[src/inc/brake_pkg.sv]
/*
  Constants, types and the register map of the holding-brake sequencer.
  Assumes a single 125 MHz clock and a 32-bit AHB-Lite register bus.
*/
`default_nettype none
package brake_pkg;
  // Clock rate and the millisecond base of every sequence delay
  localparam int CLK_HZ        = 125_000_000;
  localparam int MS_PER_S      = 1000;
  localparam int CYCLES_PER_MS = CLK_HZ / MS_PER_S;

  // Field widths
  localparam int DLY_W  = 16;
  localparam int FREQ_W = 16;
  localparam int DUTY_W = 8;
  localparam int OFS_W  = 8;

  // Register byte offsets
  localparam logic [OFS_W-1:0] OFS_SUBMODE = 8'h00;
  localparam logic [OFS_W-1:0] OFS_DOUT    = 8'h04;
  localparam logic [OFS_W-1:0] OFS_DRIVE   = 8'h08;
  localparam logic [OFS_W-1:0] OFS_DLY1    = 8'h0c;
  localparam logic [OFS_W-1:0] OFS_FREQ    = 8'h1c;
  localparam logic [OFS_W-1:0] OFS_DUTY    = 8'h20;
  localparam logic [OFS_W-1:0] OFS_STATUS  = 8'h24;
  localparam logic [OFS_W-1:0] DLY_STRIDE  = 8'h04;
  localparam int               NUM_DLY     = 4;

  // Field positions
  localparam int AUTO_BIT   = 2;  // motor_drive_submode_select
  localparam int BRAKE_BIT  = 0;  // digital_output_bits
  localparam int REQ_BIT    = 0;  // drive control: operation enable request
  localparam int ST_LSB     = 0;  // status: state code, 7 bits
  localparam int BRAKE_STAT = 8;
  localparam int CUR_STAT   = 9;
  localparam int OPEN_STAT  = 10;
  localparam int HALT_STAT  = 11;

  // Limits and reset values
  localparam logic [FREQ_W-1:0] FREQ_MAX    = 16'd2000;
  localparam logic [FREQ_W-1:0] FREQ_MIN    = 16'd1;
  localparam logic [DUTY_W-1:0] DUTY_MIN    = 8'd2;
  localparam logic [DUTY_W-1:0] DUTY_MAX    = 8'd100;
  localparam logic [7:0]        SUBMODE_RST = 8'h04;
  localparam logic [31:0]       DOUT_RST    = 32'h0000_0000;
  localparam logic [DLY_W-1:0]  DLY_RST     = 16'h0000;
  localparam logic [FREQ_W-1:0] FREQ_RST    = 16'd1000;
  localparam logic [DUTY_W-1:0] DUTY_RST    = 8'd100;
  localparam logic [6:0]        PCT_LAST    = 7'd99;

  // Brake sequencer states, one-hot
  typedef enum logic [6:0] {
    ST_OFF     = 7'h01,
    ST_POWER   = 7'h02,
    ST_RELEASE = 7'h04,
    ST_ENABLED = 7'h08,
    ST_HALT    = 7'h10,
    ST_HOLD    = 7'h20,
    ST_ENGAGE  = 7'h40
  } seq_state_e;

  // Brake PWM settings
  typedef struct packed {
    logic [FREQ_W-1:0] freq_hz;
    logic [DUTY_W-1:0] duty_pct;
  } pwm_cfg_s;

  // Captured AHB address phase
  typedef struct packed {
    logic             write;
    logic             mapped;
    logic [OFS_W-1:0] ofs;
  } ahb_req_s;
endpackage : brake_pkg
`default_nettype wire

[src/hdl/brake_pwm.sv]
/*
  Brake PWM generator: 1 percent duty slots, frequency set in hertz.
  Assumes cfg is already held within its legal range by the register file.
*/
`default_nettype none
module brake_pwm
  import brake_pkg::*;
#(
  parameter int CLOCK_HZ = CLK_HZ
)(
  input  wire logic     hclk,
  input  wire logic     hresetn,
  input  wire logic     energise,
  input  wire pwm_cfg_s cfg,
  output logic          level
);
  localparam int             ACC_W = $clog2(CLOCK_HZ) + 2;
  localparam logic [ACC_W-1:0] WRAP = ACC_W'(CLOCK_HZ);

  logic [ACC_W-1:0] acc;
  logic [6:0]       slot;
  wire  [ACC_W-1:0] step     = ACC_W'(32'(cfg.freq_hz) * 32'(DUTY_MAX));
  wire  [ACC_W-1:0] acc_sum  = acc + step;
  wire              slot_adv = (acc_sum >= WRAP);
  wire              full_on  = (cfg.duty_pct >= DUTY_MAX);
  wire              slot_hi  = ({1'b0, slot} < cfg.duty_pct);

  // Phase accumulator gives freq*100 slot steps per second without a divider
  always_ff @(posedge hclk or negedge hresetn)
    if (!hresetn)
    begin
      acc  <= '0;
      slot <= '0;
    end
    else if (!energise)
    begin
      acc  <= '0;  // Restart so each energise begins with a high slot
      slot <= '0;
    end
    else
    begin
      acc  <= slot_adv ? acc_sum - WRAP : acc_sum;
      slot <= slot_adv ? ((slot == PCT_LAST) ? 7'd0 : slot + 7'd1) : slot;
    end

  // Output level; a full duty setting holds the output steadily on
  always_ff @(posedge hclk or negedge hresetn)
    if (!hresetn)
      level <= 1'b0;
    else
      level <= energise & (full_on | slot_hi);
endmodule : brake_pwm
`default_nettype wire

[src/hdl/brake_sequencer.sv]
/*
  Holding-brake sequencer with brake PWM and an AHB-Lite register file.
  Assumes the power state machine asks for operation enabled through the
  drive control register, and the motion logic on hclk reports standstill.

*/
`default_nettype none
module brake_sequencer
  import brake_pkg::*;
#(
  parameter int MS_CYCLES = CYCLES_PER_MS
)(
  input  wire logic        hclk,
  input  wire logic        hresetn,
  input  wire logic        hsel,
  input  wire logic [31:0] haddr,
  input  wire logic [1:0]  htrans,
  input  wire logic        hwrite,
  input  wire logic [2:0]  hsize,
  input  wire logic [31:0] hwdata,
  input  wire logic        hready,
  output logic             hreadyout,
  output logic             hresp,
  output logic [31:0]      hrdata,
  input  wire logic        standstill,
  output logic             brake_out,
  output logic             motor_current_on,
  output logic             operation_enabled,
  output logic             motor_halt
);
  localparam int PRE_W = $clog2(MS_CYCLES + 1);
  localparam logic [PRE_W-1:0] PRE_LAST = PRE_W'(MS_CYCLES - 1);

  function automatic logic [FREQ_W-1:0] clamp_freq(input logic [31:0] v);
    clamp_freq = (v > 32'(FREQ_MAX)) ? FREQ_MAX : (v < 32'(FREQ_MIN)) ? FREQ_MIN : v[FREQ_W-1:0];
  endfunction : clamp_freq

  function automatic logic [DUTY_W-1:0] clamp_duty(input logic [31:0] v);
    clamp_duty = (v > 32'(DUTY_MAX)) ? DUTY_MAX : (v < 32'(DUTY_MIN)) ? DUTY_MIN : v[DUTY_W-1:0];
  endfunction : clamp_duty

  ahb_req_s          req_q;
  logic              wr_pend;
  logic              rd_pend;
  logic [7:0]        submode_select;
  logic [31:0]       digital_output_bits;
  logic              op_request;
  logic [DLY_W-1:0]  delay [NUM_DLY];
  pwm_cfg_s          pwm_cfg;
  seq_state_e        state;
  seq_state_e        next_state;
  logic [PRE_W-1:0]  pre_cnt;
  logic [DLY_W-1:0]  ms_cnt;
  logic              pwm_level;

  // Address phase decode; only whole-word transfers reach the registers
  wire accept    = hsel & htrans[1] & hready;
  wire word_xfer = (hsize == 3'b010);
  wire in_map    = (haddr[31:OFS_W] == '0) & (haddr[1:0] == 2'b00) & word_xfer;

  // Data phase write strobes
  wire wr_en   = wr_pend & req_q.mapped;
  wire wr_sub  = wr_en & (req_q.ofs == OFS_SUBMODE);
  wire wr_dout = wr_en & (req_q.ofs == OFS_DOUT);
  wire wr_drv  = wr_en & (req_q.ofs == OFS_DRIVE);
  wire wr_freq = wr_en & (req_q.ofs == OFS_FREQ);
  wire wr_duty = wr_en & (req_q.ofs == OFS_DUTY);

  wire auto_mode = submode_select[AUTO_BIT];

  // Sequencer outputs decoded from the state
  wire seq_current = (state != ST_OFF);
  wire seq_release = (state == ST_RELEASE) | (state == ST_ENABLED) | (state == ST_HALT) | (state == ST_HOLD);
  wire seq_halt    = (state == ST_HALT) | (state == ST_HOLD) | (state == ST_ENGAGE);

  // Delay that applies to the current waiting state
  wire [DLY_W-1:0] cur_delay = (state == ST_POWER)   ? delay[2] :
                               (state == ST_RELEASE) ? delay[3] :
                               (state == ST_HOLD)    ? delay[0] :
                               (state == ST_ENGAGE)  ? delay[1] : DLY_RST;
  wire dly_done = (ms_cnt >= cur_delay);
  wire ms_tick  = (pre_cnt == PRE_LAST);

  // Read data selection; reserved bits read as zero
  wire [31:0] status_word = {20'h0, motor_halt, operation_enabled, motor_current_on, brake_out, 1'b0, 7'(state)};
  wire [OFS_W-1:0] dly_rel = req_q.ofs - OFS_DLY1;
  wire is_dly = (req_q.ofs >= OFS_DLY1) & (req_q.ofs < OFS_FREQ);
  wire [31:0] rdata = !req_q.mapped                 ? 32'h0 :
                      (req_q.ofs == OFS_SUBMODE)    ? {24'h0, submode_select} :
                      (req_q.ofs == OFS_DOUT)       ? digital_output_bits :
                      (req_q.ofs == OFS_DRIVE)      ? {31'h0, op_request} :
                      is_dly                        ? {16'h0, delay[dly_rel[3:2]]} :
                      (req_q.ofs == OFS_FREQ)       ? {16'h0, pwm_cfg.freq_hz} :
                      (req_q.ofs == OFS_DUTY)       ? {24'h0, pwm_cfg.duty_pct} :
                      (req_q.ofs == OFS_STATUS)     ? status_word : 32'h0;

  // Bus handshake: writes take no wait state, reads one, so a read right
  // after a write always sees the value just written
  always_ff @(posedge hclk or negedge hresetn)
    if (!hresetn)
    begin
      req_q     <= '0;
      wr_pend   <= 1'b0;
      rd_pend   <= 1'b0;
      hreadyout <= 1'b1;
      hresp     <= 1'b0;
      hrdata    <= 32'h0;
    end
    else
    begin
      if (accept)
        req_q <= '{write: hwrite, mapped: in_map, ofs: haddr[OFS_W-1:0]};
      wr_pend   <= accept & hwrite;
      rd_pend   <= accept & !hwrite;
      hreadyout <= !(accept & !hwrite);
      hresp     <= 1'b0;  // Always OKAY
      if (rd_pend)
        hrdata <= rdata;
    end

  // Mode, drive request and PWM settings
  always_ff @(posedge hclk or negedge hresetn)
    if (!hresetn)
    begin
      submode_select <= SUBMODE_RST;
      op_request     <= 1'b0;
      pwm_cfg        <= '{freq_hz: FREQ_RST, duty_pct: DUTY_RST};
    end
    else
    begin
      if (wr_sub)
        submode_select <= hwdata[7:0];
      if (wr_drv)
        op_request <= hwdata[REQ_BIT];
      if (wr_freq)
        pwm_cfg.freq_hz <= clamp_freq(hwdata);
      if (wr_duty)
        pwm_cfg.duty_pct <= clamp_duty(hwdata);
    end

  // Output bits; in automatic mode the sequencer owns bit 0 and wins over software
  always_ff @(posedge hclk or negedge hresetn)
    if (!hresetn)
      digital_output_bits <= DOUT_RST;
    else
    begin
      if (wr_dout)
        digital_output_bits <= hwdata;
      if (auto_mode)
        digital_output_bits[BRAKE_BIT] <= seq_release;
    end

  // Delay settings, one register per delay
  for (genvar i = 0; i < NUM_DLY; i++)
  begin : g_dly
    wire wr_this = wr_en & (req_q.ofs == OFS_DLY1 + OFS_W'(i) * DLY_STRIDE);
    always_ff @(posedge hclk or negedge hresetn)
      if (!hresetn)
        delay[i] <= DLY_RST;
      else if (wr_this)
        delay[i] <= hwdata[DLY_W-1:0];
  end

  // Next state of the brake sequence
  always_comb
  begin
    next_state = state;
    case (state)
      ST_OFF:     if (op_request) next_state = ST_POWER;
      ST_POWER:   if (!op_request) next_state = ST_HALT; else if (dly_done) next_state = ST_RELEASE;
      ST_RELEASE: if (!op_request) next_state = ST_HALT; else if (dly_done) next_state = ST_ENABLED;
      ST_ENABLED: if (!op_request) next_state = ST_HALT;
      ST_HALT:    if (standstill) next_state = ST_HOLD;
      ST_HOLD:    if (dly_done) next_state = ST_ENGAGE;
      ST_ENGAGE:  if (dly_done) next_state = ST_OFF;
      default:    next_state = ST_OFF;
    endcase
  end

  // State register and millisecond timer; the timer restarts on every state change
  // reset engaged and idle
  always_ff @(posedge hclk or negedge hresetn)
    if (!hresetn)
    begin
      state   <= ST_OFF;
      pre_cnt <= '0;
      ms_cnt  <= '0;
    end
    else
    begin
      state <= next_state;
      if (next_state != state)
      begin
        pre_cnt <= '0;
        ms_cnt  <= '0;
      end
      else
      begin
        pre_cnt <= ms_tick ? '0 : pre_cnt + PRE_W'(1);
        if (ms_tick && ms_cnt != '1)
          ms_cnt <= ms_cnt + DLY_W'(1);  // Saturates, never wraps to zero
      end
    end

  // Brake is energised from output bit 0 in either mode
  // bit 0 steers brake
  brake_pwm #(
    .CLOCK_HZ (CLK_HZ)
  ) u_pwm (
    .hclk     (hclk),
    .hresetn  (hresetn),
    .energise (digital_output_bits[BRAKE_BIT]),
    .cfg      (pwm_cfg),
    .level    (pwm_level)
  );

  // Drive outputs, all registered
  always_ff @(posedge hclk or negedge hresetn)
    if (!hresetn)
    begin
      brake_out         <= 1'b0;
      motor_current_on  <= 1'b0;
      operation_enabled <= 1'b0;
      motor_halt        <= 1'b0;
    end
    else
    begin
      brake_out         <= pwm_level;
      motor_current_on  <= seq_current;
      operation_enabled <= (state == ST_ENABLED);
      motor_halt        <= seq_halt;
    end
endmodule : brake_sequencer
`default_nettype wire

[config.mk]
export PLATFORM = sky130hd
export DESIGN_NAME = brake_sequencer
export DESIGN_NICKNAME = d
export VERILOG_FILES = /design/src/inc/brake_pkg.sv /design/src/hdl/brake_pwm.sv /design/src/hdl/brake_sequencer.sv
export SDC_FILE = /design/constraint.sdc
export NUM_CORES = 1
export LEC_CHECK = 0
export ABC_CLOCK_PERIOD_IN_PS = 9800
export BUFFER_PORTS_ARGS = -buffer_cell sky130_fd_sc_hd__buf_4
export CAP_MARGIN = 20
export CORE_AREA = 2 2 251 253
export DETAILED_ROUTE_END_ITERATION = 10
export DIE_AREA = 0 0 253 255
export PLACE_DENSITY = 0.41
export SKIP_LAST_GASP = 1
export SYNTH_ARGS = -nofsm -noshare
export SYNTH_HDL_FRONTEND = slang
export SYNTH_SLANG_ARGS = --single-unit
[constraint.sdc]
create_clock -name hclk -period 9.8 [get_ports hclk]
set_input_delay 0.49 -clock hclk [delete_from_list [all_inputs] [get_ports hclk]]
set_output_delay 0.49 -clock hclk [all_outputs]
set_load 0.01 [all_outputs]
Yosys cells after proc, flatten, opt, wreduce, memory -nomap -nowiden
Cells that the tools add are included.
Cells by class
  add/sub/neg operators: 6
  multipliers: 1
  div/mod/pow operators: 0
  $lt $le $gt $ge: 11
  equal/unequal tests: 23
  shifts and indexed selects: 0
  muxes and demuxes: 40
  bitwise gates (word level): 25
  reduce and logical (&&, ||, !) cells: 8
Operators with widths (count)
  $mux 16: 13
  $mux 32: 3
  $mux 7: 12
  $mux 29: 2
  $pmux 7 s7: 1
  $mux 17: 2
  $bmux 16 s2: 1
  $eq 8x5->1 const B: 4
  $gt 32x11->1 const B: 1
  $gt 32x7->1 const B: 1
  $lt 32x1->1 const B: 1
  $lt 32x2->1 const B: 1
  $add 29x23->29: 1
  $ge 29x27->1 const B: 1
  $sub 29x27->29 const B: 1
  $logic_not 24->1: 1
  $mux 12: 2
  $mul 16x5->21 const B: 1
  $and 1x1->1: 18
  $add 17x1->17 const B: 1
  $eq 17x17->1 const B: 1
  $add 16x1->16 const B: 1
  $eq 8x4->1 const B: 2
  $eq 8x6->1 const B: 2
  30 further kinds: 40
Storage, ports and cells
  register bits after elaboration: 254
  bits in latches: 0
  memory bits (writable): 0
  bits in read-only memories: 0
  input port bits: 75
  output and inout port bits: 38
  word-level logic and storage cells: 140
  memories kept: 0

Logic depth before layout (Yosys ltp)
Gate-level depths: netlist of the first run.
  depth in word-level cells: 11
  mapped depth: 28
  gate-level depth less buffers: 26

Modules after synthesis
A second synthesis of the first run with hierarchy kept.
Unflattened totals
  cells, all modules: 1615
  area, all modules: 16343.2 µm²
Modules (own cells, without submodules)
  brake_sequencer: times used 1, cells each 971, area each 10968.0 µm², sequential area each 5445.2 µm²
  brake_pwm: times used 1, cells each 644, area each 5375.2 µm², sequential area each 875.8 µm²

Least setup slack after synthesis of the first run
OpenSTA, ideal clock, no wires.
  path type: reg-to-reg
  from: reg pwm_cfg[11] (netlist name)
  to: reg u_pwm.acc[23]
  setup time: 0.119 ns
  arrival time: 5.895 ns
  required time: 9.681 ns
  slack: 3.786 ns
  cell stages (with the launch flop): 25
  buffers on the path: 1
  period minus slack after synthesis: 6.014 ns
  cells stage by stage: dfstp_2 -> ha_1 -> ha_1 -> fa_1 -> ha_1 -> a21o_1 -> a21oi_1 -> o21bai_1 -> a21o_1 -> a21oi_1 -> o21ai_0 -> o41a_1 -> a21o_1 -> a21oi_1 -> xnor2_1 -> ha_1 -> nand3_1 -> a211o_1 -> a2111oi_1 -> xor2_1 -> or3_1 -> nor2_1 -> buf_2 -> nor3_1 -> o21a_1
Between the ends
  cells in the longest elaborated chain, start to end: 5
  elaborated cells on any way between the ends: 6
  those cells by class: 2 x add/sub; 1 x mul; 1 x order compare; 2 x mux
RTL lines
  start: declaration: RTL line brake_sequencer.sv:49  | pwm_cfg_s pwm_cfg;
  start signal: assignment: RTL line brake_sequencer.sv:127  | pwm_cfg <= '{freq_hz: FREQ_RST, duty_pct: DUTY_RST};
  $mul 16x5->21 *: RTL line brake_pwm.sv:22  | wire [ACC_W-1:0] step = ACC_W'(32'(cfg.freq_hz) * 32'(DUTY_MAX));
  $add 29x23->29 *: RTL line brake_pwm.sv:23  | wire [ACC_W-1:0] acc_sum = acc + step;
  $sub 29x27->29 / $ge 29x27->1 (equally long branches): RTL line brake_pwm.sv:42, brake_pwm.sv:24
  $mux 29 *: RTL line brake_pwm.sv:42  | acc <= slot_adv ? acc_sum - WRAP : acc_sum;
  $mux 29 *: RTL line brake_pwm.sv:35  | else if (!energise)
  end signal: assignment: RTL line brake_pwm.sv:42
  end: declaration: RTL line brake_pwm.sv:20  | logic [ACC_W-1:0] acc;
Every way passes the cells marked *; elsewhere a longest branch is shown, timed or not.
A chain may end at the register's enable or synchronous reset.

Worst setup path in the final report of the first run
  from: reg pwm_cfg[11] (netlist name)
  to: reg u_pwm.acc[17]
Same word-level chain as after synthesis.

==> metrics.md, run 1 <==
| Metric | Value |
|---|---|
| DP HPWL | `between 30000 and 40000 um` |
| Max Slew Vio Count | `0` |
| Post-Synth Simple-Gate Area | `14.5%` |
| Global route overflow | `0` |
| Fin nets | `1807` |
| Hold Path End | `req_q[3]$_DFFE_PN0P_` |
| Die Ht | `about 260 um` |
| Final Hold Viols | `0` |
| Vias per Instance | `a little under 5` |
| Unique masters post-synth | `86` |
| Detailed-route via count | `11700` |
| Synthesis-to-layout area growth | `18.0%` |
| Compound-Gate Fraction of Synth Area | `between 10% and 20%` |
| Yosys reg bits | `roughly 250` |
| GPL Wtd Cong | `0.774` |
| Starting DRT DRC Count | `around 670` |
| Seq pwr share | `39.4%` |
| Drt pass-1 iters | `5` |
| Syn Inst Count | `1517` |
| Internal | `1.96 mW` |
| HP Start | `haddr[3]` |
| Layout cells sized above 1 | `about a fifth` |
| Largest family of logic cells by synthesized area | `compound AO/OA/AOI/OAI gates` |
| CTS tree | `done` |
| Post-synth EDFFs | `0` |
| Psw | `a little under 0.9 mW` |
| Dpl ws | `between 2 and 2.5 ns` |
| GRT Overall Usage | `13.9%` |
| XOR/XNOR Fraction of Synth Area | `under 10%` |
| Fill count | `approximately 6600` |
| Port Buf Inserts | `between 100 and 150` |
| Max_cap viols | `0` |
| Combinational power share | `20.3%` |
| Power Dens Cells | `156 nW/um^2` |
| Mux share of post-synthesis cell area | `10.5%` |
| Setup_tns | `0 ns` |
| Ys flop type | `dfrtp_1` |
| Synth warnings | `0` |
| Crit path capture type | `flop` |
| Slew headroom | `between 20 and 30%` |
| CTS resizes | `0` |
| RSZ-0062 raised after global routing | `false` |
| Final Cell Area | `18100 um^2` |
| Hold crit path type | `input port to flop` |
| Row Count | `92` |
| Sw Ratio | `a little under a third` |
| Status | `complete, no violations` |
| Final Skew | `0.0189 ns` |
| Minimum clock period | `between 7 and 8 ns` |
| Final WL | `45300 um` |
| Worst-Skew Late Latency | `roughly 0.58 ns` |
| Antenna viol nets, final | `0` |
| Register area share after synthesis | `around 41%` |
| Fmax | `about 0.14 GHz` |
| CP required | `between 10 and 15 ns` |
| Adder-cell share of the synthesized area | `about a tenth` |
| Die X | `about 250 um` |
| Root Driver | `clkbuf_16` |
| Grt met3 use | `1.75%` |
| Crit start category | `flop` |
| Clock share of power | `40.3%` |
| Grt met1 use | `between 10% and 20%` |
| Die area | `64500 um^2` |
| Flop-to-flop setup slack | `approximately 2.6 ns` |
| CTS Sinks | `252` |
| Number of global-route vias before repair | `about 12000` |
| TritonCTS buffer count | `29` |
| Max IR drop VDD | `141 uV` |
| Met2 Track Usage GR | `23.0%` |
| Antenna violations before repair | `0` |
| DR DRC count | `0` |
| Area after DPL | `roughly 17000 um^2` |
| Largest net degree at the start of global routing | `181` |
| Final worst slack | `~2.6 ns` |
| Setup bufs post-CTS | `0` |
| Worst EP arrival | `roughly 7.6 ns` |
| Reg2reg start | `pwm_cfg[11]$_DFFE_PN1P_` |
| Final setup violation count | `0` |
| Clock H-tree levels | `1` |
| R2r worst-path depth | `24` |
| Avg Cell Area, Syn | `about 10 um^2` |
| Fraction of registers with async set/reset | `100%` |
| Wire per inst | `~19 um` |
| Post-route clock period utilization | `~73%` |
| Critical path class | `flop to flop` |
| Syn_nets | `1709` |
| CP Max Fanout | `24` |
| Slew @ Worst Pin | `about 1.1 ns` |
| Synth Cell Area | `15300 um^2` |
| Final Total Pwr | `2.83 mW` |
| I/O pin count | `between 100 and 150` |
| R2r endpoint | `u_pwm.acc[17]$_DFF_PN0_` |
| Clock Tree Buf Depth | `3` |
| Clk pin slew, worst setup/hold paths | `approximately 0.06 ns` |
| Grt peak-use layer | `met2` |
| Initial Util | `about a quarter` |
| LEAKAGE | `a little over 8 nW` |
| First-pass GRT wire length | `about 70000 um` |
| Core Region | `slightly above 60000 um^2` |
| WHS Path Cells | `2` |
## per-stage QoR
stage	utilization, %	hold slack [ns]	cells
2_1_floorplan	-	0.194	1517
3_3_place_gp	27.4	0.340	2381
3_5_place_dp	27.4	0.341	2381
4_1_cts	29.0	0.108	2434
5_1_grt	29.1	0.112	2435
6_report	29.1	0.141	2436
## worst max-delay path, cell delays in order (launching register included)
cell	delay [ns]
dfstp_2	0.60
ha_1	0.25
ha_1	0.32
fa_1	0.46
ha_1	0.34
a21oi_1	0.21
o21bai_1	0.10
a21o_1	0.21
a21oi_1	0.23
o21ai_0	0.19
o41ai_1	0.57
xnor2_1	0.15
ha_1	0.41
a21o_1	0.20
a211o_1	0.16
nor3_1	0.06
o41ai_1	0.52
a21oi_1	0.21
xor2_1	0.25
o31a_1	0.33
o31ai_4	0.38
buf_4	0.35
o211ai_1	0.16
xnor2_1	0.17
and2_1	0.19
## cell usage in the layout (no fill, tap or decap), drive strengths merged, types with 17 or more instances in the layout
cell      n
and2     23
nor3     33
ha      105
a21oi    95
dfrtp   240
o21ai    76
xor2     35
and3     25
nand2   137
nor2    101
inv      82
buf     128
a22o     23
xnor2    44
clkbuf   39
a21o     24
mux2    107
a22oi    17
nand3    45
## flip-flops by register name, indices dropped and copies added, names as in the netlist, 7 cells and up
name                 flops
submode_select           8
req_q                    9
pre_cnt                 17
delay                   64
hrdata                  32
u_pwm.acc               27
u_pwm.slot               7
state                    7
digital_output_bits     32
ms_cnt                  16
pwm_cfg                 24
## timing repair
| item | 4_1_cts | 5_1_grt |
|---|---|---|
| endpoints found under the setup margin | 0 | 0 |
| hold endpoints to repair | 69 | 0 |
| hold buffers | 1 | 0 |
## synthesized netlist by cell type, types with 4 or more instances
library cell    n  area, um^2
xor2_1         35         307
or3_1           7        43.8
a22oi_1        17         128
a22o_1         23         201
o21a_1         12        90.1
dfrtp_1       240        6010
dfstp_2        12         315
a211o_1         5        43.8
and4_1          4        35.0
mux2i_1         4        40.0
nor4_1         16         100
nand2_1       137         514
nor2_1        101         379
o2bb2ai_1       8        70.1
xnor2_1        44         385
nand2b_1       12        75.1
a21o_1         24         180
clkbuf_1       51         191
a21oi_1        95         475
a31oi_1         5        31.3
and2_1         22         138
nand4_1        15        93.8
a221o_1        10         100
buf_2           7        35.0
a211oi_1        4        30.0
o211ai_1        9        67.6
nor2b_1        11        68.8
and3_1         25         156
inv_1          81         304
o221ai_1        4        35.0
o31ai_1         4        30.0
nand3_1        45         225
o21bai_1        5        37.5
o21ai_0        71         355
o41ai_1         4        35.0
nor3_1         32         160
a311oi_1        4        35.0
mux2_2        107        1200
fa_1           12         240
o21ai_1         4        20.0
mux4_2         16         360
ha_1          105        1310
## worst max-delay path by stage
stage | start | to | slack, ns | cells past startpoint
global placement | pwm_cfg[11]$_DFFE_PN1P_ | u_pwm.acc[15]$_DFF_PN0_ | 2.35 | 22
floorplan | pwm_cfg[11]$_DFFE_PN1P_ | u_pwm.acc[23]$_DFF_PN0_ | 3.79 | 24
CTS | pwm_cfg[11]$_DFFE_PN1P_ | u_pwm.acc[15]$_DFF_PN0_ | 2.26 | 22
global route | pwm_cfg[11]$_DFFE_PN1P_ | u_pwm.acc[17]$_DFF_PN0_ | 2.12 | 24
finish | pwm_cfg[11]$_DFFE_PN1P_ | u_pwm.acc[17]$_DFF_PN0_ | 2.65 | 24
detailed placement | pwm_cfg[11]$_DFFE_PN1P_ | u_pwm.acc[15]$_DFF_PN0_ | 2.30 | 22
## per-layer routing
metal,share of wire (%),wire length [um]
met1,49,22100
met2,47,21400
met3,2.8,1250
met4,1.2,524
met5,0,0
## power groups by stage
stage | clock, mW | combinational [mW] | sequential [mW]
floorplan | 0 | 0.386 | 1.12
global placement | 0 | 0.574 | 1.13
detailed placement | 0 | 0.576 | 1.13
CTS | 1.18 | 0.579 | 1.11
global route | 1.22 | 0.639 | 1.12
finish | 1.14 | 0.574 | 1.11
## logic make-up after synthesis
kind of cell	count (synthesis)
xor gates and xnor gates	79
and+or+nand+nor	454
other	1
muxes	127
AOI/OAI and AO/OA	344
adders and majority gates	117
buffers and inverters	143
DFF	252
## final cells by class
class,count,area [um^2],share of cell area [%]
Sequential cell,252,6320,35.0
Multi-Input combinational cell,1122,8450,46.7
Tap cell,799,1000,5.53
Clock inverter,13,148,0.817
Timing Repair Buffer,129,995,5.50
Antenna cell,1,2.50,0.0138
Clock buffer,39,853,4.72
Inverter,81,304,1.68
Power figures use the tool's default switching activity.
==> inputs of run 2 (changes only) <==
- ABC_AREA: default -> 1
- ABC_CLOCK_PERIOD_IN_PS: 9800 -> 7200
- CORE_AREA: 2 2 251 253 -> 2 2 261 263
- DIE_AREA: 0 0 253 255 -> 0 0 263 265
- PLACE_DENSITY: 0.41 -> 0.4
- clock period: 9.8 -> 7.2 ns (I/O delays scaled with it)
==> run 2 against run 1 <==
Effect of this change: design area up 8.5%; first-iteration DRC count up 53%; core utilization up 0.27 points; final cell count up 32%; global-route usage up 1.8 points; setup slack worse by 1.6 ns; critical path type unchanged; highest routed layer is now met5.
==> metrics.md, run 2 <==
| Metric | Value |
|---|---|
| Compound-Gate Fraction of Synth Area | `13.7%` |
| Largest net degree at the start of global routing | `between 150 and 200` |
| Drt pass-1 iters | `5` |
| Post-Synth Simple-Gate Area | `between 20% and 30%` |
| Most numerous cell in the Yosys netlist | `nand2_1` |
| Cell taking the most area after synthesis | `dfrtp_1` |
| Crit path capture type | `flop` |
| Synthesis-to-layout area growth | `18.6%` |
| LEAKAGE | `about 10 nW` |
| Status | `complete, no violations` |
| Avg Cell Area, Syn | `around 7.5 um^2` |
| Register area | `around 6300 um^2` |
| Fin nets | `2515` |
| Final Skew | `approximately 0.031 ns` |
| Root Driver | `clkbuf_16` |
| Max IR drop VDD | `about 130 uV` |
| Hold Slack | `~0.035 ns` |
| Detailed-route via count | `15100` |
| Synth warnings | `0` |
| Yosys top cell area share | `a little over a third` |
| Worst EP arrival | `between 6 and 7 ns` |
| Hold crit path type | `input port to flop` |
| Global route overflow | `0` |
| Starting DRT DRC Count | `a little over 1000` |
| CTS resizes | `0` |
| Largest regs | `delay x64, digital_output_bits x32, hrdata x32` |
| Die area | `~70000 um^2` |
| Ant. Diodes | `0` |
| Final Hold Viols | `0` |
| TritonCTS buffer count | `36` |
| Power Dens Cells | `about 180 nW/um^2` |
| Number of global-route vias before repair | `about 15000` |
| Worst path max stage delay | `roughly 0.57 ns` |
| Minimum clock period | `roughly 6 ns` |
| Syn Inst Count | `between 2000 and 2500` |
| CTS tree | `done` |
| Layout cells sized above 1 | `a little under an eighth` |
| Multi-input logic area | `~8800 um^2` |
| Largest family of logic cells by synthesized area | `simple AND/OR/NAND/NOR gates` |
| Max_cap viols | `0` |
| Port Buf Inserts | `110` |
| Final setup violation count | `0` |
| XOR/XNOR Fraction of Synth Area | `2.54%` |
| Register area share after synthesis | `a little under two fifths` |
| DP HPWL | `40900 um` |
| RSZ-0062 raised after global routing | `false` |
| Slew @ Worst Pin | `0.983 ns` |
| Row Count | `95` |
| Most common cell after layout, fill and taps aside | `nand2_1` |
| Clock H-tree levels | `2` |
| Crit-path slowest cell | `dfstp_2` |
| Fraction of registers with async set/reset | `100%` |
| Synth Cell Area | `around 17000 um^2` |
| I/O pin count | `between 100 and 150` |
| Initial Util | `24.7%` |
| Final WL | `approximately 55000 um` |
| Wire per inst | `roughly 17 um` |
| Yosys reg bits | `252` |
| Adder-cell share of the synthesized area | `a little under a tenth` |
| Post-synth EDFFs | `0` |
| Syn_nets | `roughly 2400` |
| Post-route clock period utilization | `between 80% and 90%` |
| Top cells by count, synth | `590 x nand2_1, 288 x inv_1, 240 x dfrtp_1` |
| GPL Wtd Cong | `around 0.88` |
| Crit start category | `flop` |
| Vias per Instance | `4.68` |
| Setup bufs post-CTS | `0` |
| Clock Tree Buf Depth | `3` |
| Setup_tns | `0 ns` |
| Antenna violations before repair | `1` |
| Largest reg by FF count | `delay` |
| Ys flop type | `dfrtp_1` |
| Die X | `263 um` |
| Top cells by area, synth | `dfrtp_1 36%, nand2_1 13%, ha_1 7.9%` |
| Most frequent cells in the layout | `590 x nand2_1, 288 x inv_1, 240 x dfrtp_1` |
| Fmax | `0.164 GHz` |
| CTS Sinks | `around 250` |
| Worst-Skew Late Latency | `around 0.56 ns` |
| Die Ht | `265 um` |
| Slew headroom | `33.9%` |
| First-pass GRT wire length | `between 80000 and 90000 um` |
| Fill count | `around 7300` |
| Mux share of post-synthesis cell area | `less than 1%` |
| DR DRC count | `0` |
| CP required | `~7.7 ns` |
| Clk pin slew, worst setup/hold paths | `roughly 0.06 ns` |
| CP Max Fanout | `41` |
| Max Slew Vio Count | `0` |
| Unique masters post-synth | `55` |
| Antenna viol nets, final | `0` |
| GRT Overall Usage | `15.8%` |
| Core Region | `~67000 um^2` |
| Number of flip-flops in the largest register | `64` |
| Critical path class | `flop to flop` |
==> run 2: worst max-delay path, delay by kind of cell (launching register included) <==
kind | cells | cell delay, ns
AND/OR/NAND/NOR | 15 | 2.19
adder cells (fa/ha/maj) | 5 | 1.73
AO/OA/AOI/OAI | 8 | 1.26
flip-flops | 1 | 0.57
buffers and inverters | 2 | 0.09
XOR/XNOR | 1 | 0.16
==> run 2: cell type report <==
type	instances	area share (%)
inverter	303	5.80
clock buffer	47	4.91
timing repair buffer	136	5.64
sequential	252	32.3
tap	873	5.57
multi-input combinational	1594	45.0
clock inverter	14	0.862
==> run 2: per-stage QoR <==
| step | cell area (um^2) | instances | utilization [%] | total power [mW] | setup WS (ns) |
|---|---|---|---|---|---|
| floorplan | 16500 | 2209 | - | 1.59 | 2.10 |
| global placement | 18300 | 3145 | 27.4 | 1.74 | 1.15 |
| detailed placement | 18300 | 3145 | 27.4 | 1.74 | 1.13 |
| CTS | 19500 | 3216 | 29.2 | 3.53 | 1.08 |
| global route | 19600 | 3219 | 29.3 | 3.62 | 0.516 |
| finish | 19600 | 3219 | 29.3 | 3.46 | 1.08 |
==> run 2: kinds of logic after synthesis <==
family	count (synthesis)
fa+ha+maj	117
mux	1
other cells	1
compound gates	387
buf+inv	363
flops	252
xor+xnor	48
simple gates	1040
==> run 2: path summary, 6_finish.rpt <==
kind,slack (ns),from,depth (start not counted),to
worst max register to register,1.08,pwm_cfg[11]$_DFFE_PN1P_,31,u_pwm.slot[6]$_DFFE_PN0P_
worst max-delay path,1.08,pwm_cfg[11]$_DFFE_PN1P_,31,u_pwm.slot[6]$_DFFE_PN0P_
worst min register to register,0.36,u_pwm.level$_DFF_PN0_,0,brake_out$_DFF_PN0_
min in group asynchronous,0.46,hresetn,2,pre_cnt[7]$_DFF_PN0_
max in group asynchronous,5.32,hresetn,3,digital_output_bits[18]$_DFFE_PN0P_
worst min-delay path,0.03,haddr[3],3,req_q[3]$_DFFE_PN0P_
==> run 2: repair_timing <==
action | in CTS | in global routing
setup endpoints to repair | 0 | 0
hold buffers | 10 | 0
hold endpoints to repair | 112 | 0
==> run 2: layer usage <==
| metal | wire length [um] | track usage, % | vias to the layer above |
|---|---|---|---|
| met4 | 1160 | 4.00 | 2 |
| met5 | 13 | 0 | - |
| met2 | 25400 | 26.4 | 363 |
| met1 | 25000 | 20.8 | 7143 |
| met3 | 3010 | 3.05 | 65 |
| li1 | - | - | 7484 |
==> run 2: report_power, final <==
part           internal [mW]  total [mW]  switching, mW  leakage [nW]
logic                 0.0815       0.279          0.197          6.64
clock network           1.02        1.74          0.714         0.543
registers               1.43        1.44        0.00870          2.85
